### src/shared/sfer_regs.vh
// Constants for the status, fault and error reporting block.
// Included by every design file of the block; definitions only.
`ifndef SFER_REGS_VH
`define SFER_REGS_VH

`define SFER_W          13
// Condition bit positions
`define SFER_B_CV       0
`define SFER_B_CC       1
`define SFER_B_UNUSED   2
`define SFER_B_OV       3
`define SFER_B_OT       4
`define SFER_B_SD       5
`define SFER_B_FOLDBACK_FLAG     6
`define SFER_B_ERR      7
`define SFER_B_PON      8
`define SFER_B_REM      9
`define SFER_B_ACF      10
`define SFER_B_OPF      11
`define SFER_B_SNS      12
// Bits that never appear in the fault register (power on, remote)
`define SFER_FAULT_EXCL 13'h0300
`define SFER_ZERO13     13'h0000
`define SFER_ONES13     13'h1FFF
// Query selectors
`define SFER_Q_LATCHED  3'h0
`define SFER_Q_LIVE     3'h1
`define SFER_Q_FAULT    3'h2
`define SFER_Q_ERRNUM   3'h3
`define SFER_Q_NONE     3'h4
// Error codes
`define SFER_E_NONE     4'h0
`define SFER_E_SYNTAX   4'h4
`define SFER_E_RANGE    4'h5
`define SFER_E_SOFTLIM  4'h6
`define SFER_E_BADLIM   4'h7
`define SFER_E_NOQUERY  4'h8
`define SFER_E_OVPLOW   4'h9
`define SFER_E_SLAVE    4'hA
`define SFER_E_ILLCAL   4'hC
// Fault event selectors
`define SFER_EV_SYNTAX  3'h0
`define SFER_EV_RANGE   3'h1
`define SFER_EV_SOFTLIM 3'h2
`define SFER_EV_BADLIM  3'h3
`define SFER_EV_NOQUERY 3'h4
`define SFER_EV_OVPLOW  3'h5
`define SFER_EV_SLAVE   3'h6
// Calibration commands
`define SFER_C_PLOW     3'h0
`define SFER_C_PHIGH    3'h1
`define SFER_C_PDATA    3'h2
`define SFER_C_RLOW     3'h3
`define SFER_C_RHIGH    3'h4
`define SFER_C_RDATA    3'h5
// Calibration sequence states
`define SFER_S_IDLE     3'h0
`define SFER_S_LOW      3'h1
`define SFER_S_HIGH     3'h2
`define SFER_S_RLOW1    3'h1
`define SFER_S_RLOW2    3'h2
`define SFER_S_RHIGH1   3'h3
`define SFER_S_RHIGH2   3'h4

`endif

### src/rtl/sfer_cal_seq.v
// Calibration sequence tracker for program and readback calibration.
// Assumes commands arrive as one-cycle strobes from the command parser.
`include "sfer_regs.vh"

module sfer_cal_seq #(
  parameter DW = 16
) (
  input  wire          clk,
  input  wire          nrst,
  input  wire          cmd_stb,
  input  wire [2:0]    cmd_sel,
  input  wire [DW-1:0] val_lo,
  input  wire [DW-1:0] val_hi,
  output reg  [DW-1:0] const_lo_q,
  output reg  [DW-1:0] const_hi_q,
  output reg           store_q,
  output reg           order_err_q
);

  reg [2:0] prog_q;
  reg [2:0] rb_q;
  reg       is_rb;

  always @* begin
    is_rb = (cmd_sel == `SFER_C_RLOW) || (cmd_sel == `SFER_C_RHIGH) ||
            (cmd_sel == `SFER_C_RDATA);
  end

  // An out-of-order step restarts its sequence and flags it
  always @(posedge clk or negedge nrst) begin
    if (!nrst) begin
      prog_q      <= `SFER_S_IDLE;
      rb_q        <= `SFER_S_IDLE;
      const_lo_q  <= {DW{1'b0}};
      const_hi_q  <= {DW{1'b0}};
      store_q     <= 1'b0;
      order_err_q <= 1'b0;
    end else begin
      store_q     <= 1'b0;
      order_err_q <= 1'b0;
      if (cmd_stb && !is_rb) begin
        case (cmd_sel)
          `SFER_C_PLOW: prog_q <= `SFER_S_LOW;
          `SFER_C_PHIGH: begin
            if (prog_q == `SFER_S_LOW) begin
              prog_q <= `SFER_S_HIGH;
            end else begin
              prog_q      <= `SFER_S_IDLE;
              order_err_q <= 1'b1;
            end
          end
          default: begin
            if (prog_q == `SFER_S_HIGH) begin
              const_lo_q <= val_lo;
              const_hi_q <= val_hi;
              store_q    <= 1'b1;
            end else begin
              order_err_q <= 1'b1;
            end
            prog_q <= `SFER_S_IDLE;
          end
        endcase
      end else if (cmd_stb) begin
        case (rb_q)
          `SFER_S_IDLE: begin
            if (cmd_sel == `SFER_C_RLOW) begin
              rb_q <= `SFER_S_RLOW1;
            end else begin
              order_err_q <= 1'b1;
            end
          end
          `SFER_S_RLOW1: begin
            if (cmd_sel == `SFER_C_RLOW) begin
              rb_q <= `SFER_S_RLOW2;
            end else begin
              rb_q        <= `SFER_S_IDLE;
              order_err_q <= 1'b1;
            end
          end
          `SFER_S_RLOW2: begin
            if (cmd_sel == `SFER_C_RHIGH) begin
              rb_q <= `SFER_S_RHIGH1;
            end else begin
              rb_q        <= `SFER_S_IDLE;
              order_err_q <= 1'b1;
            end
          end
          `SFER_S_RHIGH1: begin
            if (cmd_sel == `SFER_C_RHIGH) begin
              rb_q <= `SFER_S_RHIGH2;
            end else begin
              rb_q        <= `SFER_S_IDLE;
              order_err_q <= 1'b1;
            end
          end
          default: begin
            if (cmd_sel == `SFER_C_RDATA) begin
              // Offsets stored as the measured points; slope math is firmware
              const_lo_q <= val_lo;
              const_hi_q <= val_hi;
              store_q    <= 1'b1;
            end else begin
              order_err_q <= 1'b1;
            end
            rb_q <= `SFER_S_IDLE;
          end
        endcase
      end
    end
  end

endmodule

### src/rtl/sfer_status.v
// Status, latched status, fault registers, error latch and calibration gate.
// Assumes a command parser on CLK issues one-cycle query and event strobes;
// condition levels arrive asynchronously from the supply.
//
// Function
// - Latched status, live status and fault registers are always active.
// - A query answers the weighted sum of set conditions in that register.
// - Overvoltage trip is bit 3 weight 8; overtemperature bit 4 weight 16.
// - External shutdown is bit 5 weight 32.
// - Power-on is bit 8 weight 256, absent from fault register.
// - Remote mode is bit 9 weight 512, absent from fault register.
// - Error-number query clears error bit in latched, live and poll registers.
// - Latched status query clears that register after the reply.
// - Fault query clears the recorded faults.
// - Every condition bit can be masked and unmasked individually.
// - Error-number query returns latched code and clears flag; 0 is none.
// - Syntax-class faults record code 4.
// - Out-of-range parameter records code 5.
// - Exceeding soft limit records code 6 and refuses the setting.
// - Soft limit below present output records code 7.
// - Data requested without pending query records code 8.
// - Overvoltage level below present output records code 9.
// - Secondary processor not responding records code 10.
// - Calibration while calibration mode off is refused with code 12.
// - Program calibration: low, high, then data; constants stored.
// - Readback calibration: low twice, high twice, then data; offsets stored.
`include "sfer_regs.vh"

module sfer_status #(
  parameter DW = 16
) (
  // Clock and reset
  input  wire          CLK,
  input  wire          NRST,
  // Supply condition levels, asynchronous
  input  wire          CONST_VOLT_FLAG,
  input  wire          CONST_CURR_FLAG,
  input  wire          OVERVOLTAGE_TRIP_FLAG,
  input  wire          OVERTEMP_TRIP_FLAG,
  input  wire          EXT_SHUTDOWN_FLAG,
  input  wire          FOLDBACK_FLAG,
  input  wire          POWER_ON_FLAG,
  input  wire          REMOTE_MODE_FLAG,
  input  wire          MAINS_FAIL_FLAG,
  input  wire          OUTPUT_FAIL_FLAG,
  input  wire          SENSE_TRIP_FLAG,
  // Condition mask, one bit per condition, 1 enables
  input  wire [12:0]   COND_MASK,
  // Query request and reply
  input  wire          QUERY_STB,
  input  wire [2:0]    QUERY_SEL,
  output reg  [12:0]   REPLY_DATA,
  output reg           REPLY_VALID,
  // Command fault events
  input  wire          FAULT_EVT_STB,
  input  wire [2:0]    FAULT_EVT_SEL,
  // Setting requests checked against soft limit
  input  wire          SET_STB,
  input  wire          SET_OVER_LIMIT,
  output reg           SET_ACCEPT,
  // Calibration mode and commands
  input  wire          CAL_MODE_STB,
  input  wire          CAL_MODE_VAL,
  input  wire          CAL_CMD_STB,
  input  wire [2:0]    CAL_CMD_SEL,
  input  wire [DW-1:0] CAL_VAL_LO,
  input  wire [DW-1:0] CAL_VAL_HI,
  output reg           CAL_MODE,
  output reg  [DW-1:0] CAL_CONST_LO,
  output reg  [DW-1:0] CAL_CONST_HI,
  output reg           CAL_STORED,
  // Serial poll error bit and live status view
  output reg           POLL_ERR,
  output reg  [12:0]   LIVE_STATUS
);

  wire [12:0] cond_raw;
  wire [12:0] cond_s;
  wire [DW-1:0] cs_lo;
  wire [DW-1:0] cs_hi;
  wire        cs_store;
  wire        cs_order;

  reg  [12:0] latched_q;
  reg  [12:0] live_q;
  reg  [12:0] fault_q;
  reg  [3:0]  err_code_q;
  reg         err_flag_q;
  reg         cal_mode_q;
  reg  [3:0]  evt_code;
  reg         evt_err;
  reg  [12:0] cond_m;
  reg  [12:0] err_vec;
  reg         err_clr;

  assign cond_raw[`SFER_B_CV]     = CONST_VOLT_FLAG;
  assign cond_raw[`SFER_B_CC]     = CONST_CURR_FLAG;
  assign cond_raw[`SFER_B_UNUSED] = 1'b0;
  assign cond_raw[`SFER_B_OV]     = OVERVOLTAGE_TRIP_FLAG;
  assign cond_raw[`SFER_B_OT]     = OVERTEMP_TRIP_FLAG;
  assign cond_raw[`SFER_B_SD]     = EXT_SHUTDOWN_FLAG;
  assign cond_raw[`SFER_B_FOLDBACK_FLAG]   = FOLDBACK_FLAG;
  assign cond_raw[`SFER_B_ERR]    = 1'b0;
  assign cond_raw[`SFER_B_PON]    = POWER_ON_FLAG;
  assign cond_raw[`SFER_B_REM]    = REMOTE_MODE_FLAG;
  assign cond_raw[`SFER_B_ACF]    = MAINS_FAIL_FLAG;
  assign cond_raw[`SFER_B_OPF]    = OUTPUT_FAIL_FLAG;
  assign cond_raw[`SFER_B_SNS]    = SENSE_TRIP_FLAG;

  sfer_sync #(
    .W (`SFER_W)
  ) u_sync (
    .clk  (CLK),
    .nrst (NRST),
    .d    (cond_raw),
    .q    (cond_s)
  );

  sfer_cal_seq #(
    .DW (DW)
  ) u_cal (
    .clk         (CLK),
    .nrst        (NRST),
    .cmd_stb     (CAL_CMD_STB && cal_mode_q),
    .cmd_sel     (CAL_CMD_SEL),
    .val_lo      (CAL_VAL_LO),
    .val_hi      (CAL_VAL_HI),
    .const_lo_q  (cs_lo),
    .const_hi_q  (cs_hi),
    .store_q     (cs_store),
    .order_err_q (cs_order)
  );

  // Error event decode; of events in one cycle, the first in this chain sets the code
  always @* begin
    evt_err  = 1'b0;
    evt_code = `SFER_E_NONE;
    if (CAL_CMD_STB && !cal_mode_q) begin
      evt_err  = 1'b1;
      evt_code = `SFER_E_ILLCAL;
    end else if (SET_STB && SET_OVER_LIMIT) begin
      evt_err  = 1'b1;
      evt_code = `SFER_E_SOFTLIM;
    end else if (QUERY_STB && QUERY_SEL == `SFER_Q_NONE) begin
      evt_err  = 1'b1;
      evt_code = `SFER_E_NOQUERY;
    end else if (cs_order) begin
      evt_err  = 1'b1;
      evt_code = `SFER_E_SYNTAX;
    end else if (FAULT_EVT_STB) begin
      evt_err = 1'b1;
      case (FAULT_EVT_SEL)
        `SFER_EV_SYNTAX:  evt_code = `SFER_E_SYNTAX;
        `SFER_EV_RANGE:   evt_code = `SFER_E_RANGE;
        `SFER_EV_SOFTLIM: evt_code = `SFER_E_SOFTLIM;
        `SFER_EV_BADLIM:  evt_code = `SFER_E_BADLIM;
        `SFER_EV_NOQUERY: evt_code = `SFER_E_NOQUERY;
        `SFER_EV_OVPLOW:  evt_code = `SFER_E_OVPLOW;
        `SFER_EV_SLAVE:   evt_code = `SFER_E_SLAVE;
        default:          evt_code = `SFER_E_SYNTAX;
      endcase
    end
  end

  // Mask and clear terms shared by the live, latched, fault, error, reply and poll registers below
  always @* begin
    err_clr = QUERY_STB && (QUERY_SEL == `SFER_Q_ERRNUM);
    cond_m  = cond_s & COND_MASK;
    err_vec = `SFER_ZERO13;
    err_vec[`SFER_B_ERR] = err_flag_q && COND_MASK[`SFER_B_ERR];
  end

  // Live view trails the synchroniser by one cycle
  // It feeds both the live query and the live status port
  always @(posedge CLK or negedge NRST) begin
    if (!NRST) begin
      live_q <= `SFER_ZERO13;
    end else begin
      live_q <= cond_m | err_vec;
    end
  end

  // Error flag and code: a new error wins over the clearing query,
  // so an error raised while the host reads the old one is not lost
  always @(posedge CLK or negedge NRST) begin
    if (!NRST) begin
      err_flag_q <= 1'b0;
      err_code_q <= `SFER_E_NONE;
    end else if (evt_err) begin
      err_flag_q <= 1'b1;
      err_code_q <= evt_code;
    end else if (err_clr) begin
      err_flag_q <= 1'b0;
      err_code_q <= `SFER_E_NONE;
    end
  end

  // Read-clear reloads conditions still present so none is lost.
  // The error query drops the error bit even if it is masked now.
  always @(posedge CLK or negedge NRST) begin
    if (!NRST) begin
      latched_q <= `SFER_ZERO13;
    end else if (QUERY_STB && QUERY_SEL == `SFER_Q_LATCHED) begin
      latched_q <= cond_m | err_vec;
    end else if (err_clr) begin
      latched_q              <= latched_q | cond_m;
      latched_q[`SFER_B_ERR] <= 1'b0;
    end else begin
      latched_q <= latched_q | cond_m | err_vec;
    end
  end

  // Fault record; power-on and remote are never accumulated here
  always @(posedge CLK or negedge NRST) begin
    if (!NRST) begin
      fault_q <= `SFER_ZERO13;
    end else if (QUERY_STB && QUERY_SEL == `SFER_Q_FAULT) begin
      fault_q <= cond_m & ~`SFER_FAULT_EXCL;
    end else begin
      fault_q <= (fault_q | cond_m) & ~`SFER_FAULT_EXCL;
    end
  end

  // Reply formed from values before the clear
  // Data holds until the next query, so the host may read it late
  always @(posedge CLK or negedge NRST) begin
    if (!NRST) begin
      REPLY_VALID <= 1'b0;
      REPLY_DATA  <= `SFER_ZERO13;
    end else begin
      REPLY_VALID <= QUERY_STB && (QUERY_SEL != `SFER_Q_NONE);
      if (QUERY_STB) begin
        if (QUERY_SEL == `SFER_Q_LATCHED) begin
          REPLY_DATA <= latched_q | cond_m | err_vec;
        end else if (QUERY_SEL == `SFER_Q_LIVE) begin
          REPLY_DATA <= live_q;
        end else if (QUERY_SEL == `SFER_Q_FAULT) begin
          REPLY_DATA <= fault_q | (cond_m & ~`SFER_FAULT_EXCL);
        end else if (QUERY_SEL == `SFER_Q_ERRNUM) begin
          REPLY_DATA <= {9'h000, err_flag_q ? err_code_q : `SFER_E_NONE};
        end
      end
    end
  end

  // Setting handshake; an over-limit value is refused, never applied
  always @(posedge CLK or negedge NRST) begin
    if (!NRST) begin
      SET_ACCEPT <= 1'b0;
    end else begin
      SET_ACCEPT <= SET_STB && !SET_OVER_LIMIT;
    end
  end

  // Calibration gate; the sequencer sees strobes only while it is on.
  // The output copy keeps the top-level port straight from a flop.
  always @(posedge CLK or negedge NRST) begin
    if (!NRST) begin
      cal_mode_q <= 1'b0;
      CAL_MODE   <= 1'b0;
    end else if (CAL_MODE_STB) begin
      cal_mode_q <= CAL_MODE_VAL;
      CAL_MODE   <= CAL_MODE_VAL;
    end
  end

  // Stored constants pass one more stage so the ports stay registered
  always @(posedge CLK or negedge NRST) begin
    if (!NRST) begin
      CAL_CONST_LO <= {DW{1'b0}};
      CAL_CONST_HI <= {DW{1'b0}};
    end else begin
      CAL_CONST_LO <= cs_lo;
      CAL_CONST_HI <= cs_hi;
    end
  end

  // Store pulse trails the data command by two cycles
  always @(posedge CLK or negedge NRST) begin
    if (!NRST) begin
      CAL_STORED <= 1'b0;
    end else begin
      CAL_STORED <= cs_store;
    end
  end

  // Poll bit shows a new error at once and drops with the error query
  always @(posedge CLK or negedge NRST) begin
    if (!NRST) begin
      POLL_ERR <= 1'b0;
    end else begin
      POLL_ERR <= evt_err || (err_flag_q && !err_clr);
    end
  end

  // Live status port, one cycle behind the live register
  always @(posedge CLK or negedge NRST) begin
    if (!NRST) begin
      LIVE_STATUS <= `SFER_ZERO13;
    end else begin
      LIVE_STATUS <= live_q;
    end
  end

endmodule

### src/rtl/sfer_sync.v
// Two-stage synchroniser for a bundle of condition levels.
// Assumes inputs are levels from outside the CLK domain.
`include "sfer_regs.vh"

module sfer_sync #(
  parameter W = 13
) (
  input  wire         clk,
  input  wire         nrst,
  input  wire [W-1:0] d,
  output reg  [W-1:0] q
);

  reg [W-1:0] meta_q;

  always @(posedge clk or negedge nrst) begin
    if (!nrst) begin
      meta_q <= {W{1'b0}};
      q      <= {W{1'b0}};
    end else begin
      meta_q <= d;
      q      <= meta_q;
    end
  end

endmodule

### config.mk
export PLATFORM = sky130hd
export DESIGN_NAME = sfer_status
export DESIGN_NICKNAME = d
export VERILOG_FILES = /design/src/rtl/sfer_cal_seq.v /design/src/rtl/sfer_status.v /design/src/rtl/sfer_sync.v
export VERILOG_INCLUDE_DIRS = /design/src /design/src/shared
export SDC_FILE = /design/constraint.sdc
export NUM_CORES = 1
export LEC_CHECK = 0
export BUFFER_PORTS_ARGS = -buffer_cell sky130_fd_sc_hd__buf_2
export CAP_MARGIN = 20
export CORE_MARGIN = 1.5
export CORE_UTILIZATION = 40
export DETAILED_ROUTE_END_ITERATION = 12
export GPL_ROUTABILITY_DRIVEN = 1
export HOLD_SLACK_MARGIN = 0.15
export PLACE_DENSITY = 0.69
export SLEW_MARGIN = 20
export SYNTH_ARGS = -nofsm -noshare
export SYNTH_HDL_FRONTEND = slang
export SYNTH_SLANG_ARGS = --single-unit
### constraint.sdc
create_clock -name CLK -period 3.3 [get_ports CLK]
set_input_delay 0 -clock CLK [delete_from_list [all_inputs] [get_ports CLK]]
set_output_delay 0 -clock CLK [all_outputs]
set_load 0.01 [all_outputs]
# After elaboration in Yosys (flattened, before gate mapping)
# Index checks and enable logic that the tools add are counted.
dict set report word_totals {
  out_inout_bits 63
  regBits 169
  input_bits 74
  elab_cells 143
}
dict set report classes {
  n_mux 57
  n_reduce_logical 33
  eq_ne 24
  bitwise 7
}
# cell count
set op_table {}
lappend op_table {{2-to-1 mux 16 bit} 12}
lappend op_table {{2-to-1 mux 13 bit} 7}
lappend op_table {{bitwise OR 13 bit} 3}
lappend op_table {{2-to-1 mux 4 bit} 8}
lappend op_table {{bitwise OR 13 x 8 -> 13 bit} 2}
lappend op_table {{== test 3 x 2 -> 1 bit (second input constant)} 8}
lappend op_table {{one-hot mux 4 bit (6 select lines)} 1}
lappend op_table {{2-to-1 mux 1 bit} 20}
lappend op_table {{== test 3 bit (second input constant)} 6}
lappend op_table {{== test 3 x 1 -> 1 bit (second input constant)} 5}
lappend op_table {{AND 13 bit} 1}
lappend op_table {{logical AND 1 bit} 12}
lappend op_table {{one-hot mux 3 bit (4 select lines)} 1}
lappend op_table {{zero test 3 bit} 3}
lappend op_table {{2-to-1 mux 2 bit} 3}
lappend op_table {{2-to-1 mux 3 bit} 2}
lappend op_table {{one-hot mux 3 bit (2 select lines)} 1}
lappend op_table {{nonzero test 2 bit} 3}
lappend op_table {{OR reduction 2 bit} 3}
lappend op_table {{AND reduction 5 bit} 1}
lappend op_table {{zero test 1 bit} 4}
lappend op_table {{inequality test 2 x 1 -> 1 bit (second input constant)} 2}
lappend op_table {{inequality test 2 bit (second input constant)} 2}
lappend op_table {{one-hot mux 1 bit (2 select lines)} 2}
lappend op_table {{other kinds (7)} 9}

# Logic depth before layout (Yosys ltp)
# Gate-level depths: netlist of the first run.
dict set report logic_depth {
  ltp_word 8
  depth_mapped 6
  ltp_nobuf 5
}

# By module
# A second synthesis of the first run with hierarchy kept.
dict set report unflattened {
  hier_cells 423
  hier_area_um2 6129.6
}
# mod seq_area_each_um2 cells_each area_per_inst_um2 instances
set by_module_without_submodules {}
lappend by_module_without_submodules {sfer_status 2627.5 285 3749.8 1}
lappend by_module_without_submodules {sfer_cal_seq 975.9 112 1729.2 1}
lappend by_module_without_submodules {sfer_sync 650.6 26 650.6 1}

# Worst setup path before layout of the first run
# Ideal clock, no wire load.
dict set report synth_timing {
  kind {reg2reg}
  start {register u_cal.prog_q[0]}
  end {register u_cal.const_hi_q[14]}
  setup_slack_ns 1.552
  n_path_buf 1
  period_less_slack_ns 1.748
  path_stages_with_launch 6
  arrival_time_ns 1.623
  setup_ns 0.125
  cell_sequence {dfrtp_1 nand2b_1 or3b_4 a21oi_4 buf_6 mux2_2}
}
dict set report synth_between {
  elab_chain_len 3
}
# element line_no
set synth_rtl {}
lappend synth_rtl {{from (decl)} sfer_cal_seq.v:20} ;# reg [2:0] prog_q;
lappend synth_rtl {{from (signal assigned)} sfer_cal_seq.v:32} ;# prog_q <= `SFER_S_IDLE;
lappend synth_rtl {{from (signal assigned)} sfer_cal_seq.v:43} ;# `SFER_C_PLOW: prog_q <= `SFER_S_LOW;
lappend synth_rtl {{from (signal assigned)} sfer_cal_seq.v:46} ;# prog_q <= `SFER_S_HIGH;
lappend synth_rtl {{== test 3 x 2 -> 1 bit (no line)} -}
lappend synth_rtl {{inequality test 2 bit (no line)} -}
lappend synth_rtl {{AND reduction 5 bit (no line)} -}
lappend synth_rtl {{to (signal assigned)} sfer_cal_seq.v:35} ;# const_hi_q <= {DW{1'b0}};
lappend synth_rtl {{to (signal assigned)} sfer_cal_seq.v:55} ;# const_hi_q <= val_hi;
lappend synth_rtl {{to (signal assigned)} sfer_cal_seq.v:100} ;# const_hi_q <= val_hi;
lappend synth_rtl {{to (decl)} sfer_cal_seq.v:15} ;# output reg [DW-1:0] const_hi_q,
# No other way between the ends.
# A chain may end at the register's enable or synchronous reset.

# Worst setup path in the final report of the first run
dict set report layout_timing {
  start {input QUERY_SEL[1]}
  end {register err_code_q[1]}
}
dict set report layout_between {
  elab_chain_len 6
  elab_cells_between_ends 12
  classes_between {eq/ne (2); mux (7); reduce/logical (3)}
}
# element line_no
set layout_rtl {}
lappend layout_rtl {{from (decl)} sfer_status.v:51} ;# input wire [2:0] QUERY_SEL,
lappend layout_rtl {{== test 3 bit (no line)} -}
lappend layout_rtl {{logical AND 1 bit (no line)} -}
lappend layout_rtl {{2-to-1 mux 4 bit or 2-to-1 mux 1 bit (tied branches)} sfer_status.v:144} ;# end else if (QUERY_STB && QUERY_SEL == `SFER_Q_NONE) begin
lappend layout_rtl {{2-to-1 mux 4 bit or 2-to-1 mux 1 bit (tied branches)} sfer_status.v:141} ;# end else if (SET_STB && SET_OVER_LIMIT) begin
lappend layout_rtl {{2-to-1 mux 4 bit or 2-to-1 mux 1 bit (tied branches)} sfer_status.v:138} ;# if (CAL_CMD_STB && !cal_mode_q) begin
lappend layout_rtl {{2-to-1 mux 4 bit or nonzero test 2 bit (tied branches)} -}
lappend layout_rtl {{to (signal assigned)} sfer_status.v:188} ;# err_code_q <= `SFER_E_NONE;
lappend layout_rtl {{to (signal assigned)} sfer_status.v:191} ;# err_code_q <= evt_code;
lappend layout_rtl {{to (signal assigned)} sfer_status.v:194} ;# err_code_q <= `SFER_E_NONE;
lappend layout_rtl {{to (decl)} sfer_status.v:87} ;# reg [3:0] err_code_q;
# Several ways; a longest one is shown, not always the timed one.

==> results.ini, run 1 <==
[cts]
cts_tree = built
numClockSinks = 161
htreeDepth = 4
clkSlewWorstSetupHoldPaths_ns = 0.06
cts_buffers = 17
max-clock-path-buffers = 2
clk_latency_ns = 0.42
root_buffer = clkbuf_16

[global_routing]
grt-ovfl-total = 0
antenna_found_initial = 0
grtUsageTotal = 0.178
grt_max_degree = 86
grt_pass1_vias = 4269
grt_pass1_wl_mm = 20.1

[timing]
grt_setup_unrepaired = no
slew_violations = 0
finalSetupViolCount = 0
fmax_mhz = 445
holdWs_ns = 0.164
final.setup.tns_ns = 0
finalCritPeriodShare = 0.680
worstMarginPinSlew_ns = 0.677
finalHoldViolations = 0
fin_skew_ns = 0.00922
finalCriticalPeriod_ns = 2.25
relSlewSlack = 0.549

[place]
gp_congestion = 0.752
port_buffers = 134
dpl.hpwl_mm = 7.67

[synthesis]
syn_area_per_cell_um2 = 13.5
syn_inst = 418
synth.cell_area_mm2 = 0.00565
ys_ff_latch = 161
yosysSeqAreaShare = 0.713
synth_warnings = 0
synth_fp_nets = 492
ys.flop_type = dfrtp_1
synth_edf_count = 0
ys_types = 42
synthArstFlopShare = 1.00

[finish]
area.sequential_mm2 = 0.00403
multi_input_area_mm2 = 0.00149
drive_gt1_frac = 0.313
fillers = 1117
antenna_cells = 0
nets = 715
syn2layout_area_growth_pct = 40.1
final_util = 0.573

[detailed_routing]
ant_nets = 0
firstDrtPassIters = 4
vias = 4040
via_per_inst = 4.84
routed_wl_mm = 12.4
wl_per_cell_um = 14.8
drc = 0
first_iter_violations = 231

[setup_path]
critical_path_peak_fanout = 17
path_class = input pin to flip-flop
r2r_setup_slack_ns = 1.19
arrival_ns = 2.60
required_ns = 3.66
start_kind = input pin
worst-r2r-cell-count = 5
cp-end-kind = flip-flop

[die]
rows = 43
fp.dieW_um = 122
start_util = 0.409
coreArea_mm2 = 0.0138
die_y_um = 122
io_pins = 137
dieArea_mm2 = 0.0149

[pwr]
leakage_nw = 3.95
worst_ir_drop_vdd_mv = 0.482
p_per_area_mw_per_mm2 = 660

[flow_run]
drv_cap = 0

[hold_path]
hold_class = input pin to asynchronous set/reset pin

[status]
status = finished clean

==> flip-flops by register name, indices dropped and copies added (netlist names), 2 cells and up <==
name              flops
u_cal.const_lo_q     16
u_sync.q             11
fault_q               9
u_cal.prog_q          2
CAL_CONST_HI         16
REPLY_DATA           13
live_q               12
CAL_CONST_LO         16
u_cal.rb_q            3
LIVE_STATUS          12
latched_q            12
u_sync.meta_q        11
err_code_q            4
u_cal.const_hi_q     16
==> cells in the mapped netlist (all sizes together) (5+ instances only) <==
| cell | count | area [um2] |
|---|---|---|
| dfrtp | 161 | 4030 |
| a21oi | 14 | 81.3 |
| o311ai | 6 | 52.6 |
| clkbuf | 9 | 33.8 |
| or3 | 7 | 43.8 |
| nor3 | 5 | 25.0 |
| nand2 | 63 | 236 |
| a2111oi | 7 | 80.1 |
| a21o | 6 | 45.0 |
| nor3b | 5 | 47.5 |
| inv | 16 | 60.1 |
| nand2b | 6 | 37.5 |
| nor2 | 8 | 30.0 |
| o21ai | 26 | 130 |
| nor2b | 8 | 50.1 |
| and2 | 5 | 31.3 |
| buf | 5 | 46.3 |
| mux2 | 33 | 372 |
==> repair_timing <==
action                    CTS  global route
gates resized for setup     0             0
setup buffers               0             0
hold endpoints to repair  176             0
hold buffers               82             0
==> logic make-up (layout without fill, tap and decap cells) <==
logic type,Yosys count,after routing,synth area share
buffers and inverters,30,266,0.0248
AOI/OAI and AO/OA,76,76,0.0936
muxes,33,33,0.0657
other,1,1,0.000663
DFF,161,161,0.713
and+or+nand+nor,117,117,0.103
==> layout by cell type, fill, tap and decap left out, drive strengths merged, types with 2 or more instances in the layout <==
master	synthesis	final
nor3b	5	5
a21oi	14	14
clkinvlp	0	3
o311ai	6	6
nand3b	2	2
clkinv	0	4
nor2	8	8
a221o	2	2
buf	5	136
a211o	4	4
nand3	3	3
clkbuf	9	18
a21o	6	6
bufinv	0	2
mux2	33	33
nor3	5	5
dlygate4sd3	0	82
o21ai	26	26
nand2b	6	6
or3	7	7
nand2	63	63
o21a	3	3
a2111oi	7	7
dfrtp	161	161
nor2b	8	8
inv	16	21
a31oi	2	2
and2	5	5
==> worst max-delay path, cell delays in order <==
cell	delay [ns]
dlygate4sd3_1	0.54
buf_2	0.31
and4bb_1	0.32
a2111oi_4	0.37
nor3b_2	0.35
a211o_1	0.17
dlygate4sd3_1	0.53
==> path summary, 6_finish.rpt <==
path                                            start                               to
min in group CLK                   OVERTEMP_TRIP_FLAG       u_sync.meta_q[4]$_DFF_PN0_
min reg2reg                u_sync.meta_q[4]$_DFF_PN0_            u_sync.q[4]$_DFF_PN0_
max in group asynchronous                        NRST           u_sync.q[11]$_DFF_PN0_
min                                              NRST  u_cal.const_hi_q[3]$_DFFE_PN0P_
max                                      QUERY_SEL[1]        err_code_q[1]$_DFFE_PN0P_
max reg2reg                    cal_mode_q$_DFFE_PN0P_        err_code_q[1]$_DFFE_PN0P_
==> where the power goes <==
group	internal [mW]	leakage, nW	switching, mW	total, mW
combinational	0.393	1.66	0.369	0.762
clock	1.14	0.284	0.810	1.96
sequential	2.35	2.01	0.164	2.51
total	3.88	3.95	1.34	5.23
==> per-stage QoR <==
stage	power, mW	std cells	setup WS, ns	cell area [um2]
final	5.23	834	1.05	7920
after global routing	5.48	834	0.911	7920
after CTS	5.27	834	0.841	7920
after global placement	3.17	720	1.34	6500
after floorplan	2.86	418	1.55	5650
after detailed placement	3.22	720	1.28	6500
==> routing by layer <==
| metal | track usage | vias to the layer above | wire length [um] |
|---|---|---|---|
| li1 | - | 1898 | - |
| met1 | 0.209 | 1987 | 5160 |
| met2 | 0.295 | 140 | 6150 |
| met3 | 0.0688 | 15 | 890 |
| met4 | 0.0691 | 0 | 172 |
| met5 | 0 | - | 0 |
==> area by class of cell <==
cell class,instances,share of cell area
timing repair buffer,218,0.193
multi-input combinational,227,0.188
tap,180,0.0284
sequential,161,0.509
clock buffer,18,0.0555
inverter,16,0.00758
clock inverter,14,0.0194
No activity file was read; power rests on OpenSTA's default activity.
==> run 2: changes to the inputs <==
--- a/config.mk
+++ b/config.mk
@@ -6,6 +6,7 @@
 export SDC_FILE = /design/constraint.sdc
 export NUM_CORES = 1
 export LEC_CHECK = 0
+export ABC_AREA = 1
 export BUFFER_PORTS_ARGS = -buffer_cell sky130_fd_sc_hd__buf_2
 export CAP_MARGIN = 20
 export CORE_MARGIN = 1.5
==> constraint.sdc (replaced) <==
create_clock -name CLK -period 2.2 [get_ports CLK]
set_input_delay 0 -clock CLK [delete_from_list [all_inputs] [get_ports CLK]]
set_output_delay 0 -clock CLK [all_outputs]
set_load 0.01 [all_outputs]
==> run 2 against run 1 <==
  * Cell count grew 15%
  * Global-route usage grew 1.8 points
  * Non-clock buffer count increased by 4
  * Largest cell class unchanged
  * Highest routed layer unchanged
==> results.ini, run 2 <==
[die]
io_pins = 137  ; unchanged
dieArea_mm2 = 0.0149  ; +0.58%
fp.dieW_um = 122  ; +0.29%
start_util = 0.410  ; +0.000849
rows = 43  ; unchanged
die_y_um = 122  ; +0.29%
coreArea_mm2 = 0.0139  ; +0.39%

[setup_path]
arrival_ns = 2.41  ; -0.19 ns
worstReg2RegStart = u_cal.order_err_q$_DFF_PN0_
required_ns = 2.51  ; -1.15 ns
r2r_setup_slack_ns = 0.15  ; -1.04 ns
crit_buf_inv = 4  ; +1
critical_path_peak_fanout = 5  ; -12
crit_family = buffers and inverters
r2r_end = err_code_q[1]$_DFFE_PN0P_
slowest_delay_ns = 0.55  ; about the same
worst-r2r-cell-count = 9  ; +4
cp-end-kind = flip-flop
cp_slowest_cell = dlygate4sd3_1
start_kind = input pin
path_common_cell = nand2_1
path_class = input pin to flip-flop
critical_path.cell_chain = dlygate4sd3_1 > buf_2 > nor2_1 > nand3_2 > nand2_1 > nand2_1 > nand2_1 > dlygate4sd3_1 > nand2_1 > dlygate4sd3_1

[place]
port_buffers = 134  ; unchanged
dpl.hpwl_mm = 8.39  ; +9.5%
placed_cells = 843  ; +17%
gp_congestion = 0.825  ; +9.7%
place_area_mm2 = 0.00657  ; +1.0%

[timing]
relSlewSlack = 0.608  ; +0.0591
worstMarginPinSlew_ns = 0.588  ; -0.0887 ns
finalCritPeriodShare = 0.953
grt_setup_unrepaired = yes
fmax_mhz = 477
fin_skew_ns = 0.00913  ; -0.0000864 ns
slew_violations = 0  ; unchanged
finalSetupViolCount = 0  ; unchanged
finalHoldViolations = 0  ; unchanged
finalCriticalPeriod_ns = 2.10

[global_routing]
grt_max_degree = 65  ; -24%
grt-ovfl-total = 0  ; unchanged
grt_pass1_vias = 4732  ; +11%
grt_pass1_wl_mm = 22.3  ; +11%
grtUsageTotal = 0.196  ; +0.0176
antenna_found_initial = 0  ; unchanged

[cts]
cts_buffers = 17  ; unchanged
numClockSinks = 161  ; unchanged
postCtsSetupRepairBufs = 0  ; unchanged
clk_latency_ns = 0.43  ; about the same
root_buffer = clkbuf_16
cts_tree = built
clkSlewWorstSetupHoldPaths_ns = 0.06  ; about the same
max-clock-path-buffers = 2  ; unchanged
htreeDepth = 4  ; unchanged

[hold_path]
hold_depth = 2
min_to = u_sync.meta_q[8]$_DFF_PN0_
hold_class = input pin to flip-flop
min-delay-start = POWER_ON_FLAG

[pwr]
leakage_nw = 4.23  ; +7.0%
power.total_mw = 7.34  ; +40%
p_per_area_mw_per_mm2 = 917  ; +39%
worst_ir_drop_vdd_mv = 0.783  ; +63%

[synthesis]
ys_ff_latch = 161  ; unchanged
synth.cell_area_mm2 = 0.00569  ; +0.60%
yosys.cell_count.top_type = dfrtp_1
yosysSeqAreaShare = 0.708  ; -0.00423
syn_inst = 536  ; +28%
synthArstFlopShare = 1.00  ; unchanged
synth_area_leaders = dfrtp_1, nand2_1, nand3_1, nor2_1, a21oi_1
ys.flop_type = dfrtp_1
synth_edf_count = 0  ; unchanged
synth_top_area_share = 0.708  ; -0.00423
synth_warnings = 0  ; unchanged
syn_area_per_cell_um2 = 10.6  ; -22%
ys_types = 25  ; -40%
yosysTopAreaCell = dfrtp_1
synthTopCellsByCount = dfrtp_1, nand2_1, nor2_1
synth_fp_nets = 610  ; +24%

[detailed_routing]
first_iter_violations = 256  ; +11%
routed_wl_mm = 13.7  ; +11%
vias = 4558  ; +13%
ant_nets = 0  ; unchanged
drc = 0  ; unchanged
wl_per_cell_um = 14.3  ; -3.6%
firstDrtPassIters = 4  ; unchanged
via_per_inst = 4.76  ; -1.7%

[finish]
syn2layout_area_growth_pct = 40.7
mostFrequentLayoutCell = dfrtp_1
drive_gt1_frac = 0.241  ; -0.0728
fillers = 1127  ; +0.90%
nets = 839  ; +17%
final_area_mm2 = 0.00801  ; +1.1%
antenna_cells = 0  ; unchanged
instances_no_fill = 957  ; +15%
final_cell_mix = dfrtp_1, nand2_1, buf_2

[status]
status = finished clean

[flow_run]
drv_cap = 0  ; unchanged

run 2: logic make-up after synthesis:
logic type,Yosys count,synth area share
AND/OR/NAND/NOR,260,0.192
flip-flops,161,0.708
AO/OA/AOI/OAI,64,0.0583
buffers and inverters,49,0.0387
multiplexers,1,0.00198
other,1,0.000659
run 2: report_power, final:
part           internal [mW]  switching (mW)
clock                   1.83            1.12
combinational          0.414           0.496
sequential              3.32           0.161
run 2: worst max path at each step:
| stage | startpoint | end | slack, ns | depth (start not counted) |
|---|---|---|---|---|
| final | QUERY_SEL[0] | err_code_q[1]$_DFFE_PN0P_ | 0.10 | 10 |
| after global routing | QUERY_SEL[0] | err_code_q[1]$_DFFE_PN0P_ | -0.03 | 10 |
| after CTS | QUERY_SEL[0] | err_code_q[1]$_DFFE_PN0P_ | 0.10 | 10 |
| after detailed placement | u_cal.prog_q[0]$_DFFE_PN0P_ | u_cal.const_hi_q[10]$_DFFE_PN0P_ | 0.57 | 7 |
| after global placement | u_cal.prog_q[0]$_DFFE_PN0P_ | u_cal.const_lo_q[14]$_DFFE_PN0P_ | 0.65 | 7 |
| after floorplan | cal_mode_q$_DFFE_PN0P_ | u_cal.const_hi_q[10]$_DFFE_PN0P_ | 1.02 | 7 |
run 2: through the flow:
stage / util / hold slack [ns] / TNS [ns] / setup WS (ns)
CTS: 0.576 / 0.188 / 0 / 0.101
finish: 0.577 / 0.217 / 0 / 0.103
floorplan: - / -0.296 / 0 / 1.02
global route: 0.577 / 0.212 / -0.0262 / -0.0262
global placement: 0.473 / 0.0259 / 0 / 0.647
detailed placement: 0.473 / 0.0322 / 0 / 0.574
run 2: timing repair:
item / 4_1_cts / 5_1_grt
hold buffers: 83 / 0
resized for setup: 0 / 2
hold endpoints to repair: 262 / 0
setup endpoints to repair: 0 / 2
run 2: layer usage:
metal,GRT usage,up-vias,share of wire,wire [um]
li1,-,2172,-,-
met1,0.221,2181,0.40,5460
met2,0.336,181,0.50,6890
met3,0.0692,24,0.078,1070
met4,0.0836,0,0.019,260
met5,0,-,0,0
run 2: cell type report:
type | instances | area (um2) | share of cell area
clock buffers | 21 | 460 | 0.0575
clock inverters | 10 | 135 | 0.0169
inverters | 37 | 139 | 0.0173
multi-input cells | 326 | 1450 | 0.181
flip-flops and latches | 161 | 4030 | 0.503
well taps | 180 | 225 | 0.0281
repair buffers | 222 | 1570 | 0.196
run 2: worst register-to-register path: cells and delay by family, from the launching register on:
family,cells,cell delay [ns]
flip-flops,1,0.38
AO/OA/AOI/OAI,1,0.12
AND/OR/NAND/NOR,5,0.31
buffers and inverters,3,1.17
